### src/design/tco_pkg.sv
// tco_pkg: constants, modes and state types shared by the timer compare-output block.
// assumes one 100 MHz clock; the timer clock is a one-cycle enable made by the prescaler.
package tco_pkg;

  localparam int CNT_W = 8;
  localparam int CH_N = 2;
  localparam int CH_A = 0;
  localparam int CH_B = 1;

  localparam logic [CNT_W-1:0] CNT_BOTTOM = 8'h00;
  localparam logic [CNT_W-1:0] CNT_MAX = 8'hFF;
  localparam logic [CNT_W-1:0] CNT_ONE = 8'h01;
  localparam logic [CNT_W-1:0] CNT_RESET = 8'h00;

  // waveform generation modes handled here; odd codes are the PWM modes
  localparam logic [2:0] WGM_NORMAL = 3'h0;
  localparam logic [2:0] WGM_CTC = 3'h2;
  localparam int WGM_PWM_BIT = 0;

  // compare output mode actions in the non-PWM modes
  localparam logic [1:0] COM_NONE = 2'h0;
  localparam logic [1:0] COM_TOGGLE = 2'h1;
  localparam logic [1:0] COM_CLEAR = 2'h2;
  localparam logic [1:0] COM_SET = 2'h3;

  localparam logic OC_RESET = 1'b0;
  localparam logic FLAG_RESET = 1'b0;

  // clock select codes and prescale factors N
  localparam logic [2:0] CS_STOP = 3'h0;
  localparam logic [2:0] CS_DIV1 = 3'h1;
  localparam logic [2:0] CS_DIV8 = 3'h2;
  localparam logic [2:0] CS_DIV64 = 3'h3;
  localparam logic [2:0] CS_DIV256 = 3'h4;
  localparam logic [2:0] CS_DIV1024 = 3'h5;
  localparam int PRE_W = 10;
  localparam logic [PRE_W-1:0] PRE_RESET = 10'h000;
  localparam logic [PRE_W-1:0] PRE_ONE = 10'h001;
  localparam logic [PRE_W-1:0] PRE_MASK8 = 10'h007;
  localparam logic [PRE_W-1:0] PRE_MASK64 = 10'h03F;
  localparam logic [PRE_W-1:0] PRE_MASK256 = 10'h0FF;
  localparam logic [PRE_W-1:0] PRE_MASK1024 = 10'h3FF;

  typedef struct packed {
    logic [PRE_W-1:0] div;
    logic tick;
  } tco_pre_state_t;

  typedef struct packed {
    logic oc;
  } tco_ch_state_t;

  typedef struct packed {
    logic [CNT_W-1:0] count;
    logic blockNext;
    logic [CH_N-1:0] matchFlag;
    logic overflowFlag;
    logic [CH_N-1:0] pinOut;
    logic [CH_N-1:0] pinOe_n;
  } tco_top_state_t;

endpackage : tco_pkg

### src/design/tco_ch_if.sv
// tco_ch_if: signals between the timer core and one compare channel.
// assumes the core drives the timer side and the channel drives match and output state.
`timescale 1ns/10ps
interface tco_ch_if;
  import tco_pkg::*;
  logic [CNT_W-1:0] count;
  logic [CNT_W-1:0] compareValue;
  logic [1:0] compareOutputMode;
  logic tick;
  logic blocked;
  logic nonPwm;
  logic forceCompareStrobe;
  logic matchHit;
  logic compareOutput;

  modport core (
    output count, compareValue, compareOutputMode, tick, blocked, nonPwm, forceCompareStrobe,
    input matchHit, compareOutput
  );
  modport unit (
    input count, compareValue, compareOutputMode, tick, blocked, nonPwm, forceCompareStrobe,
    output matchHit, compareOutput
  );
endinterface : tco_ch_if

### src/design/tco_prescaler.sv
// tco_prescaler: free-running divider making the one-cycle timer clock enable.
// assumes a synchronous active-low reset from the top's synchroniser.
`timescale 1ns/10ps
module tco_prescaler
  import tco_pkg::*;
(
  input wire logic clk,
  input wire logic rstSync_n,
  input wire logic [2:0] clockSelect,
  output logic timerTick
);

  tco_pre_state_t st_r;
  tco_pre_state_t st_nxt;

  always_comb
  begin
    st_nxt = st_r;
    st_nxt.div = st_r.div + PRE_ONE;
    // selectable factors N = 1, 8, 64, 256, 1024; other codes stop the timer
    case (clockSelect)
      CS_DIV1: st_nxt.tick = 1'b1;
      CS_DIV8: st_nxt.tick = ((st_r.div & PRE_MASK8) == PRE_MASK8);
      CS_DIV64: st_nxt.tick = ((st_r.div & PRE_MASK64) == PRE_MASK64);
      CS_DIV256: st_nxt.tick = ((st_r.div & PRE_MASK256) == PRE_MASK256);
      CS_DIV1024: st_nxt.tick = ((st_r.div & PRE_MASK1024) == PRE_MASK1024);
      default: st_nxt.tick = 1'b0;
    endcase
  end

  always_ff @(posedge clk)
  begin
    if (!rstSync_n)
    begin
      st_r <= '0;
    end
    else
    begin
      st_r <= st_nxt;
    end
  end

  assign timerTick = st_r.tick;

endmodule : tco_prescaler

### src/design/tco_compare_unit.sv
// tco_compare_unit: one compare channel, its comparator and its compare output register.
// assumes the core supplies count, timer tick, match blocking and the mode bits.
`timescale 1ns/10ps
module tco_compare_unit
  import tco_pkg::*;
(
  input wire logic clk,
  input wire logic rstSync_n,
  tco_ch_if.unit ch
);

  tco_ch_state_t st_r;
  tco_ch_state_t st_nxt;
  logic equal;
  logic act;

  assign equal = (ch.count == ch.compareValue);
  // a match counts only on a timer tick that is not blocked by a count write
  assign ch.matchHit = ch.tick & ~ch.blocked & equal;

  // force only in non-PWM modes; it shares the action path but never reaches the flag
  assign act = (ch.matchHit & ch.nonPwm) | (ch.forceCompareStrobe & ch.nonPwm);

  always_comb
  begin
    st_nxt = st_r;
    // mode bits are read live, so a new setting applies to the next match or force
    if (act)
    begin
      case (ch.compareOutputMode)
        COM_TOGGLE: st_nxt.oc = ~st_r.oc;
        COM_CLEAR: st_nxt.oc = 1'b0;
        COM_SET: st_nxt.oc = 1'b1;
        default: st_nxt.oc = st_r.oc;
      endcase
    end
  end

  // no dependence on waveform mode changes: the register just holds
  always_ff @(posedge clk)
  begin
    if (!rstSync_n)
    begin
      st_r.oc <= OC_RESET;
    end
    else
    begin
      st_r <= st_nxt;
    end
  end

  assign ch.compareOutput = st_r.oc;

endmodule : tco_compare_unit

### src/design/tco_timer_top.sv
// tco_timer_top: 8-bit timer core in normal and clear-on-match modes with two compare outputs.
// assumes control inputs are synchronous to clk; strobes are one-cycle pulses from the cpu side.
`timescale 1ns/10ps
module tco_timer_top
  import tco_pkg::*;
(
  input wire logic clk,
  input wire logic arst_n,
  input wire logic [2:0] clockSelect,
  input wire logic [2:0] waveformGenMode,
  input wire logic [1:0] compareOutputModeA,
  input wire logic [1:0] compareOutputModeB,
  input wire logic [CNT_W-1:0] compareValueA,
  input wire logic [CNT_W-1:0] compareValueB,
  input wire logic countWriteStrobe,
  input wire logic [CNT_W-1:0] countWriteData,
  input wire logic forceCompareStrobeA,
  input wire logic forceCompareStrobeB,
  input wire logic flagWriteOneA,
  input wire logic flagWriteOneB,
  input wire logic flagWriteOneOverflow,
  input wire logic intServicedA,
  input wire logic intServicedB,
  input wire logic intServicedOverflow,
  input wire logic [CH_N-1:0] portData,
  input wire logic [CH_N-1:0] portDirOut,
  output logic [CNT_W-1:0] timerCount,
  output logic compareMatchFlagA,
  output logic compareMatchFlagB,
  output logic overflowFlag,
  output logic compareOutputA,
  output logic compareOutputB,
  output logic [CH_N-1:0] pinOut,
  output logic [CH_N-1:0] pinOe_n
);

  // reset is released through two flops; only the synchronised copy is used below
  logic rstMeta_r;
  logic rstSync_r;

  always_ff @(posedge clk or negedge arst_n)
  begin
    if (!arst_n)
    begin
      rstMeta_r <= 1'b0;
      rstSync_r <= 1'b0;
    end
    else
    begin
      rstMeta_r <= 1'b1;
      rstSync_r <= rstMeta_r;
    end
  end

  logic timerTick;

  tco_prescaler u_prescaler (
    .clk(clk),
    .rstSync_n(rstSync_r),
    .clockSelect(clockSelect),
    .timerTick(timerTick)
  );

  tco_top_state_t st_r;
  tco_top_state_t st_nxt;

  logic modeCtc;
  logic modeNonPwm;
  logic [CH_N-1:0][CNT_W-1:0] cmpVal;
  logic [CH_N-1:0][1:0] comMode;
  logic [CH_N-1:0] forceStb;
  logic [CH_N-1:0] flagClr;
  logic [CH_N-1:0] matchHit;
  logic [CH_N-1:0] ocState;

  // only the waveform mode steers counting; output mode bits never reach this path
  assign modeCtc = (waveformGenMode == WGM_CTC);
  assign modeNonPwm = ~waveformGenMode[WGM_PWM_BIT];

  assign cmpVal[CH_A] = compareValueA;
  assign cmpVal[CH_B] = compareValueB;
  assign comMode[CH_A] = compareOutputModeA;
  assign comMode[CH_B] = compareOutputModeB;
  assign forceStb[CH_A] = forceCompareStrobeA;
  assign forceStb[CH_B] = forceCompareStrobeB;
  assign flagClr[CH_A] = flagWriteOneA | intServicedA;
  assign flagClr[CH_B] = flagWriteOneB | intServicedB;

  tco_ch_if chIf[CH_N] ();

  genvar gi;
  generate
    for (gi = 0; gi < CH_N; gi++)
    begin : g_ch
      assign chIf[gi].count = st_r.count;
      // compare values go straight to the comparator, no buffer in these modes
      assign chIf[gi].compareValue = cmpVal[gi];
      assign chIf[gi].compareOutputMode = comMode[gi];
      assign chIf[gi].tick = timerTick;
      assign chIf[gi].blocked = st_r.blockNext;
      assign chIf[gi].nonPwm = modeNonPwm;
      assign chIf[gi].forceCompareStrobe = forceStb[gi];
      assign matchHit[gi] = chIf[gi].matchHit;
      assign ocState[gi] = chIf[gi].compareOutput;

      tco_compare_unit u_unit (
        .clk(clk),
        .rstSync_n(rstSync_r),
        .ch(chIf[gi].unit)
      );
    end
  endgenerate

  logic ctcClear;
  logic wrapToBottom;

  // only channel A defines the ceiling; channel B never clears the count
  assign ctcClear = modeCtc & matchHit[CH_A];
  // a value of A below the count is simply passed: the counter wraps through MAX first
  assign wrapToBottom = timerTick & ~countWriteStrobe & (st_r.count == CNT_MAX);

  always_comb
  begin
    st_nxt = st_r;

    // counter: cpu write beats every clear and count
    if (countWriteStrobe)
    begin
      st_nxt.count = countWriteData;
    end
    else if (timerTick)
    begin
      if (ctcClear)
      begin
        st_nxt.count = CNT_BOTTOM;
      end
      else
      begin
        st_nxt.count = st_r.count + CNT_ONE;
      end
    end

    // block window: armed by a write, held while the timer is stopped, used up by one tick
    if (countWriteStrobe)
    begin
      st_nxt.blockNext = 1'b1;
    end
    else if (timerTick)
    begin
      st_nxt.blockNext = 1'b0;
    end

    // match flags: set on the tick of a real match; a set beats a clear
    for (int i = 0; i < CH_N; i++)
    begin
      if (matchHit[i])
      begin
        st_nxt.matchFlag[i] = 1'b1;
      end
      else if (flagClr[i])
      begin
        st_nxt.matchFlag[i] = 1'b0;
      end
    end

    // overflow: same tick the count becomes zero, whether wrapped or cleared at 0xFF
    if (wrapToBottom)
    begin
      st_nxt.overflowFlag = 1'b1;
    end
    else if (flagWriteOneOverflow | intServicedOverflow)
    begin
      st_nxt.overflowFlag = 1'b0;
    end

    // pin override: any nonzero mode takes the pin; direction always from the port
    for (int i = 0; i < CH_N; i++)
    begin
      if (comMode[i] != COM_NONE)
      begin
        st_nxt.pinOut[i] = ocState[i];
      end
      else
      begin
        st_nxt.pinOut[i] = portData[i];
      end
      st_nxt.pinOe_n[i] = ~portDirOut[i];
    end
  end

  always_ff @(posedge clk)
  begin
    if (!rstSync_r)
    begin
      st_r.count <= CNT_RESET;
      st_r.blockNext <= 1'b0;
      st_r.matchFlag <= {CH_N{FLAG_RESET}};
      st_r.overflowFlag <= FLAG_RESET;
      st_r.pinOut <= '0;
      // pins start released so nothing is driven before software sets them up
      st_r.pinOe_n <= '1;
    end
    else
    begin
      st_r <= st_nxt;
    end
  end

  assign timerCount = st_r.count;
  assign compareMatchFlagA = st_r.matchFlag[CH_A];
  assign compareMatchFlagB = st_r.matchFlag[CH_B];
  assign overflowFlag = st_r.overflowFlag;
  assign compareOutputA = ocState[CH_A];
  assign compareOutputB = ocState[CH_B];
  assign pinOut = st_r.pinOut;
  assign pinOe_n = st_r.pinOe_n;

endmodule : tco_timer_top

### config.mk
export PLATFORM = sky130hd
export DESIGN_NAME = tco_timer_top
export DESIGN_NICKNAME = d
export VERILOG_FILES = /design/src/design/tco_pkg.sv /design/src/design/tco_ch_if.sv /design/src/design/tco_prescaler.sv /design/src/design/tco_compare_unit.sv /design/src/design/tco_timer_top.sv
export SDC_FILE = /design/constraint.sdc
export NUM_CORES = 1
export LEC_CHECK = 0
export ABC_AREA = 1
export BUFFER_PORTS_ARGS = -buffer_cell sky130_fd_sc_hd__buf_2
export CAP_MARGIN = 15
export CORE_ASPECT_RATIO = 0.5
export CORE_MARGIN = 2
export CORE_UTILIZATION = 49
export DETAILED_ROUTE_END_ITERATION = 12
export GPL_TIMING_DRIVEN = 1
export PLACE_DENSITY = 0.84
export SYNTH_ARGS = -nofsm -noshare
export SYNTH_HDL_FRONTEND = slang
export SYNTH_SLANG_ARGS = --single-unit
export TNS_END_PERCENT = 30
### constraint.sdc
create_clock -name clk -period 3.4 [get_ports clk]
set_input_delay 0.34 -clock clk [delete_from_list [all_inputs] [get_ports clk]]
set_output_delay 0.34 -clock clk [all_outputs]
set_load 0.05 [all_outputs]
==> results.toml, run 1 <==
[routing]
vias_per_cell = 4.92
firstDrtPassIters = 5
vias = 1815
wire_per_inst_um = 11.3
post-route-drc-count = 0
routed_wl_mm = 4.18
ant_nets = 0
initialDrtViolationCount = 84

[yosys]
async_flop_share = 0.0645
synth.most_common_cell = "nand2_1"
yosys.area.top_type = "dfxtp_1"
synth.top_cell.area_share = 0.318
syn_area_per_cell_um2 = 7.30
syn_nets = 302
synth_ff_type = "dfxtp_1"
synth_common_cells = "nand2_1, inv_1, dfxtp_1"
synth-edff-count = 0
synthTopCellsByArea = "dfxtp_1, nand2_1, inv_1"
synthCells = 250
ys_warn_count = 0
seq_area_frac_synth = 0.345
ys_ff_latch = 31
netlist_area_mm2 = 0.00183
yosysUniqueCellTypes = 36

[floorplan]
die_x_um = 90.3
initial_utilization = 0.520
core_area_mm2 = 0.00351
die_h_um = 47.2
dieArea_mm2 = 0.00426
io-pin-count = 66
std_cell_rows = 15

[cts]
root_buffer = "clkbuf_8"
postCtsSetupBuffers = 0
cts_hold_buffers = 1
cts_buffers = 5
cts_tree = "yes"
cts.repair.resized = 0
clock-sinks = 31
clk_pin_slew_ps = 70
clock_latency_ps = 290
htree_num_levels = 2
clock_path_buffers = 2

[layout]
area_growth_pct = 25.1
drive_above_1_share = 0.343
fin_nets = 369
fin_util = 0.651
fin_area_mm2 = 0.00228
diodes = 0

[min_path]
min_from = "portDirOut[1]"
whs_path_depth = 2
whs_endpoint = "pinOe_n[1]"
hold_class = "in -> reg"

[critical_path]
start_kind = "register"
max_stage_delay_ps = 460
cp_num_cells = 8
cp_data_arrival_time_ps = 1730
path_cells = "ha_1 > nand2_1 > inv_1 > nand3_1 > nor3_1 > nor2_1 > nand3_1 > a21oi_1"
regToRegSetupSlack_ps = 1830
cp_num_buf_inv = 1
worst_ep_required_time_ps = 3560
cp_slowest_cell = "dfxtp_1"
path_class = "reg -> reg"
critPathCaptureType = "register"
cp_max_fo = 6
critPathTopFamily = "simple AND/OR/NAND/NOR gates"
rr_endpoint = "timerCount[6]"
r2r_start = "timerCount[1]"
cpMostUsedCell = "nand3_1"
r2r_cells = 8

[power_and_ir_drop]
p_leak_nw = 1.12
peakVddDrop_uv = 178
power_uw = 935
powerDensity_mw_per_mm2 = 410

[place]
pre_cts_ws_ps = 1870
placed_cell_area_mm2 = 0.00216
gp_congestion = 0.856
hpwl_mm = 3.25
portBuffers = 65

[global_route]
first_global_vias = 1594
grt_pass1_wl_mm = 6.33
antenna_found_initial = 0
grt_overflow_total = 0
globalRouteTotalUtil = 0.192
grt_max_degree = 20

[timing]
rsz0062_at_grt = "false"
fin_crit_sh = 0.462
hold_viol_final = 0
slew_viol_final = 0
fin_ws_ps = 1830
fin_tns_setup_ps = 0
timing.fmax_mhz = 637
period_needed_ps = 1570
setup_violations = 0
tightest_slew_ps = 556
timing.slew.headroom = 0.628
fin_worst_skew_ps = 2.87

[run_status]
status = "complete, no violations"

[job]
maxCapViolations = 0
logic make-up (layout without fill, tap and decap cells):
logic type | count (synthesis) | in the layout | share of synthesized area
AND/OR/NAND/NOR | 125 | 125 | 0.356
adder cells (fa/ha/maj) | 3 | 3 | 0.0206
buffers and inverters | 45 | 113 | 0.112
XOR/XNOR | 4 | 4 | 0.0274
flip-flops | 31 | 31 | 0.345
AO/OA/AOI/OAI | 41 | 41 | 0.136
other | 1 | 1 | 0.00205
report_power, final:
part	internal, mW	leakage, nW	switching [mW]	total (mW)
sequential	0.379	0.261	0.0179	0.396
clock	0.237	0.0612	0.146	0.383
combinational	0.0589	0.794	0.0970	0.156
flip-flops by register name (all words and copies together), names as in the netlist:
name,count
g_ch.u_unit.ch.compareOutput,2
chIf.blocked,1
u_prescaler.timerTick,1
pinOut,2
overflowFlag,1
rstSync_r,1
timerCount,8
rstMeta_r,1
compareMatchFlagA,1
compareMatchFlagB,1
u_prescaler.st_r,10
pinOe_n,2
per-layer routing:
layer | GRT usage | share of wire
met5 | 0 | 0
met4 | 0.105 | 0.017
met1 | 0.218 | 0.43
met2 | 0.367 | 0.51
met3 | 0.0353 | 0.046
worst max-delay path by stage:
stage                               end  slack [ps]           from
final                     timerCount[6]        1830  timerCount[1]
after global routing      timerCount[6]        1690  timerCount[1]
after CTS                 timerCount[6]        1860  timerCount[0]
after detailed placement  timerCount[6]        1870  timerCount[1]
after global placement    timerCount[6]        1960  timerCount[1]
after floorplan           timerCount[6]        1710  timerCount[1]
layout by cell type (no fill, tap or decap), types with 4 or more instances in the layout:
cell	Yosys	layout
nand3_1	14	14
nand2_1	50	50
clkbuf_8	1	6
dfxtp_1	29	29
nand2_2	5	5
o21ai_0	8	8
buf_2	0	65
nor2_1	28	28
nand3_2	9	9
inv_1	31	31
inv_2	7	7
a22oi_1	8	8
nor3_1	4	4
a21oi_1	17	17
through the flow:
stage / hold slack [ps] / instances
final: 204 / 369
after global routing: 216 / 369
after CTS: 205 / 369
after detailed placement: 127 / 360
after global placement: 126 / 360
after floorplan: 44.4 / 250
cell type report:
cell class	count	area, um^2
Tap cell	51	63.8
Timing Repair Buffer	66	335
Sequential cell	31	631
Inverter	39	146
Clock buffer	6	82.6
Clock inverter	2	35.0
Multi-Input combinational cell	174	990
Fill cell	300	1230
worst register-to-register path: stages (launching register included):
cell and delay (ps):
dfxtp_1 460, ha_1 220, nand2_1 70, inv_1 100, nand3_1 110, nor3_1 240
nor2_1 90, nand3_1 90, a21oi_1 60
Note: power is estimated with default switching activity, not from simulation.
==> inputs of run 2 (changes only) <==
--- a/config.mk
+++ b/config.mk
@@ -5,15 +5,15 @@
 export SDC_FILE = /design/constraint.sdc
 export NUM_CORES = 1
 export LEC_CHECK = 0
-export ABC_AREA = 1
+export ABC_AREA = 0
 export BUFFER_PORTS_ARGS = -buffer_cell sky130_fd_sc_hd__buf_2
 export CAP_MARGIN = 15
 export CORE_ASPECT_RATIO = 0.5
 export CORE_MARGIN = 2
-export CORE_UTILIZATION = 49
+export CORE_UTILIZATION = 48
 export DETAILED_ROUTE_END_ITERATION = 12
 export GPL_TIMING_DRIVEN = 1
-export PLACE_DENSITY = 0.84
+export PLACE_DENSITY = 0.85
 export SYNTH_ARGS = -nofsm -noshare
 export SYNTH_HDL_FRONTEND = slang
 export SYNTH_SLANG_ARGS = --single-unit
==> constraint.sdc (replaced) <==
create_clock -name clk -period 1.6 [get_ports clk]
set_input_delay 0.16 -clock clk [delete_from_list [all_inputs] [get_ports clk]]
set_output_delay 0.16 -clock clk [all_outputs]
set_load 0.05 [all_outputs]
==> run 2 against run 1 <==
Compared with the run above:
- area after synthesis shrank 11%
- combinational power grew 110%
- critical path depth shrank 3
- global-route usage grew 3.0 points
- flip-flop and latch count is the same
- clock power grew 60%
- via count shrank 13%
- wire length shrank 3.7%
- die area shrank 8.3%
- clock skew grew 3.6 ps
- largest power group unchanged
==> results.toml, run 2 <==
[cts]
clock_path_buffers = 2
root_buffer = "clkbuf_8"
htree_num_levels = 2
clock_latency_ps = 290
cts_buffers = 5
cts_tree = "yes"
clk_pin_slew_ps = 70
clock-sinks = 31

[routing]
post-route-drc-count = 0
wire_per_inst_um = 13.5
vias_per_cell = 5.33
routed_wl_mm = 4.02
initialDrtViolationCount = 81
vias = 1582
firstDrtPassIters = 4
ant_nets = 0

[yosys]
synthAdderAreaFrac = 0.0230
yosysUniqueCellTypes = 39
async_flop_share = 0.0645
synth_xor_area_frac = 0.161
ys_ff_latch = 31
synthCells = 188
ys_warn_count = 0
synth-edff-count = 0
yosys.area.top_type = "dfxtp_1"
synth_compound_area_frac = 0.140
synthTopCellsByArea = "dfxtp_1, xnor2_1, xor2_1"
synth.most_common_cell = "dfxtp_1"
syn_area_per_cell_um2 = 8.67
synthSimpleGateAreaFrac = 0.230
synth_top_family_by_area = "simple AND/OR/NAND/NOR gates"
synth.top_cell.area_share = 0.356
synth_common_cells = "dfxtp_1, nor2_1, xnor2_1"
netlist_area_mm2 = 0.00163
syn_nets = 240
seq_area_frac_synth = 0.387
muxShareOfSynthArea = 0.00922
synth_ff_type = "dfxtp_1"

[layout]
drive_above_1_share = 0.354
final_common_cell = "buf_2"
nFillCells = 260
diodes = 0
seq_area_um2 = 651
largest_reg_flops = 10
multi_input_area_um2 = 920
fin_area_mm2 = 0.00210
regMostFlops = "u_prescaler.st_r"
area_growth_pct = 28.6
final_cell_mix = "buf_2, dfxtp_1, nor2_1"
fin_nets = 308

[critical_path]
critPathCaptureType = "register"
path_cells = "xnor2_1 > nand2_1 > o41a_1 > o31ai_1 > a31oi_1"
path_class = "reg -> reg"
critPathTopFamily = "compound AO/OA/AOI/OAI gates"
start_kind = "register"
worst_ep_required_time_ps = 1770
cp_slowest_cell = "o41a_1"
max_stage_delay_ps = 420
cp_data_arrival_time_ps = 1660
cp_num_buf_inv = 0
cp_max_fo = 7
regToRegSetupSlack_ps = 110

[floorplan]
core_area_mm2 = 0.00312
die_h_um = 45.2
std_cell_rows = 14
io-pin-count = 66
die_x_um = 86.4
initial_utilization = 0.522
dieArea_mm2 = 0.00390

[power_and_ir_drop]
powerDensity_mw_per_mm2 = 853
p_leak_nw = 0.953
power_mw = 1.79
peakVddDrop_uv = 425

[timing]
fin_tns_setup_ps = 0
slew_viol_final = 0
hold_viol_final = 0
fin_crit_sh = 0.934
setup_violations = 0
period_needed_ps = 1490
fin_worst_skew_ps = 6.48
rsz0062_at_grt = "false"
timing.fmax_mhz = 669
fin_ws_ps = 106

[job]
maxCapViolations = 0

[run_status]
status = "complete, no violations"

[place]
placed_cell_area_mm2 = 0.00200
hpwl_mm = 3.13
pre_cts_ws_ps = 119
portBuffers = 65
gp_congestion = 0.859

[global_route]
first_global_vias = 1546
grt_max_degree = 15
grt_pass1_wl_mm = 6.62
grt_overflow_total = 0
antenna_found_initial = 0
globalRouteTotalUtil = 0.222

[min_path]
hold_class = "in -> reg"
## run 2: cell types whose count changed after synthesis, sizes merged, moves of 3 or more
cell   delta
o22ai     +8
nor3      -3
xor2     +14
inv      -31
a22oi     -8
and3      +8
nand3    -12
nor3b     +5
nor2     -12
a21oi     -5
xnor2    +11
o21ai     -4
nand2    -42
## run 2: power breakdown
group | switching, mW | internal (mW)
sequential | 0.0405 | 0.804
combinational | 0.193 | 0.138
clock | 0.308 | 0.305
total | 0.541 | 1.25
## run 2: final timing paths
kind | start | cells after the start | endpoint
max | timerCount[1] | 5 | g_ch[1].u_unit.ch.compareOutput
min | portDirOut[0] | 2 | pinOe_n[0]
max reg2reg | timerCount[1] | 5 | g_ch[1].u_unit.ch.compareOutput
min reg2reg | rstMeta_r | 0 | rstSync_r
max in group asynchronous | arst_n | 2 | rstSync_r
min in group asynchronous | arst_n | 2 | rstMeta_r
## run 2: layout make-up
class                   instances  share of cell area
flip-flops and latches         31               0.310
clock inverters                 2             0.00537
clock buffers                   6              0.0346
well taps                      40              0.0239
multi-input cells             141               0.439
repair buffers                 70               0.174
inverters                       7              0.0125
## run 2: repair_timing
item	in CTS	in global routing
buffers inserted	0	0
gates resized for setup	0	0
hold buffers	1	0
endpoints found under the hold margin	2	0
## run 2: logic make-up after synthesis
| kind of cell | count (synthesis) |
|---|---|
| simple gates | 71 |
| compound gates | 36 |
| flops | 31 |
| xor+xnor | 29 |
| buf+inv | 16 |
| fa+ha+maj | 3 |
| other cells | 1 |
| mux | 1 |
## run 2: through the flow
stage | instances | hold slack, ps | utilization
2_1_floorplan | 188 | -136 | -
3_3_place_gp | 288 | -50.1 | 0.642
3_5_place_dp | 288 | -50.3 | 0.642
4_1_cts | 297 | 24.0 | 0.672
5_1_grt | 297 | 32.7 | 0.672
6_report | 297 | 29.9 | 0.672
## run 2: routing by layer
layer | global-route usage | routed length, um | vias up
met1 | 0.258 | 1700 | 744
met5 | 0 | 0 | -
li1 | - | - | 778
met4 | 0.103 | 75 | 0
met2 | 0.398 | 2040 | 51
met3 | 0.0530 | 214 | 9
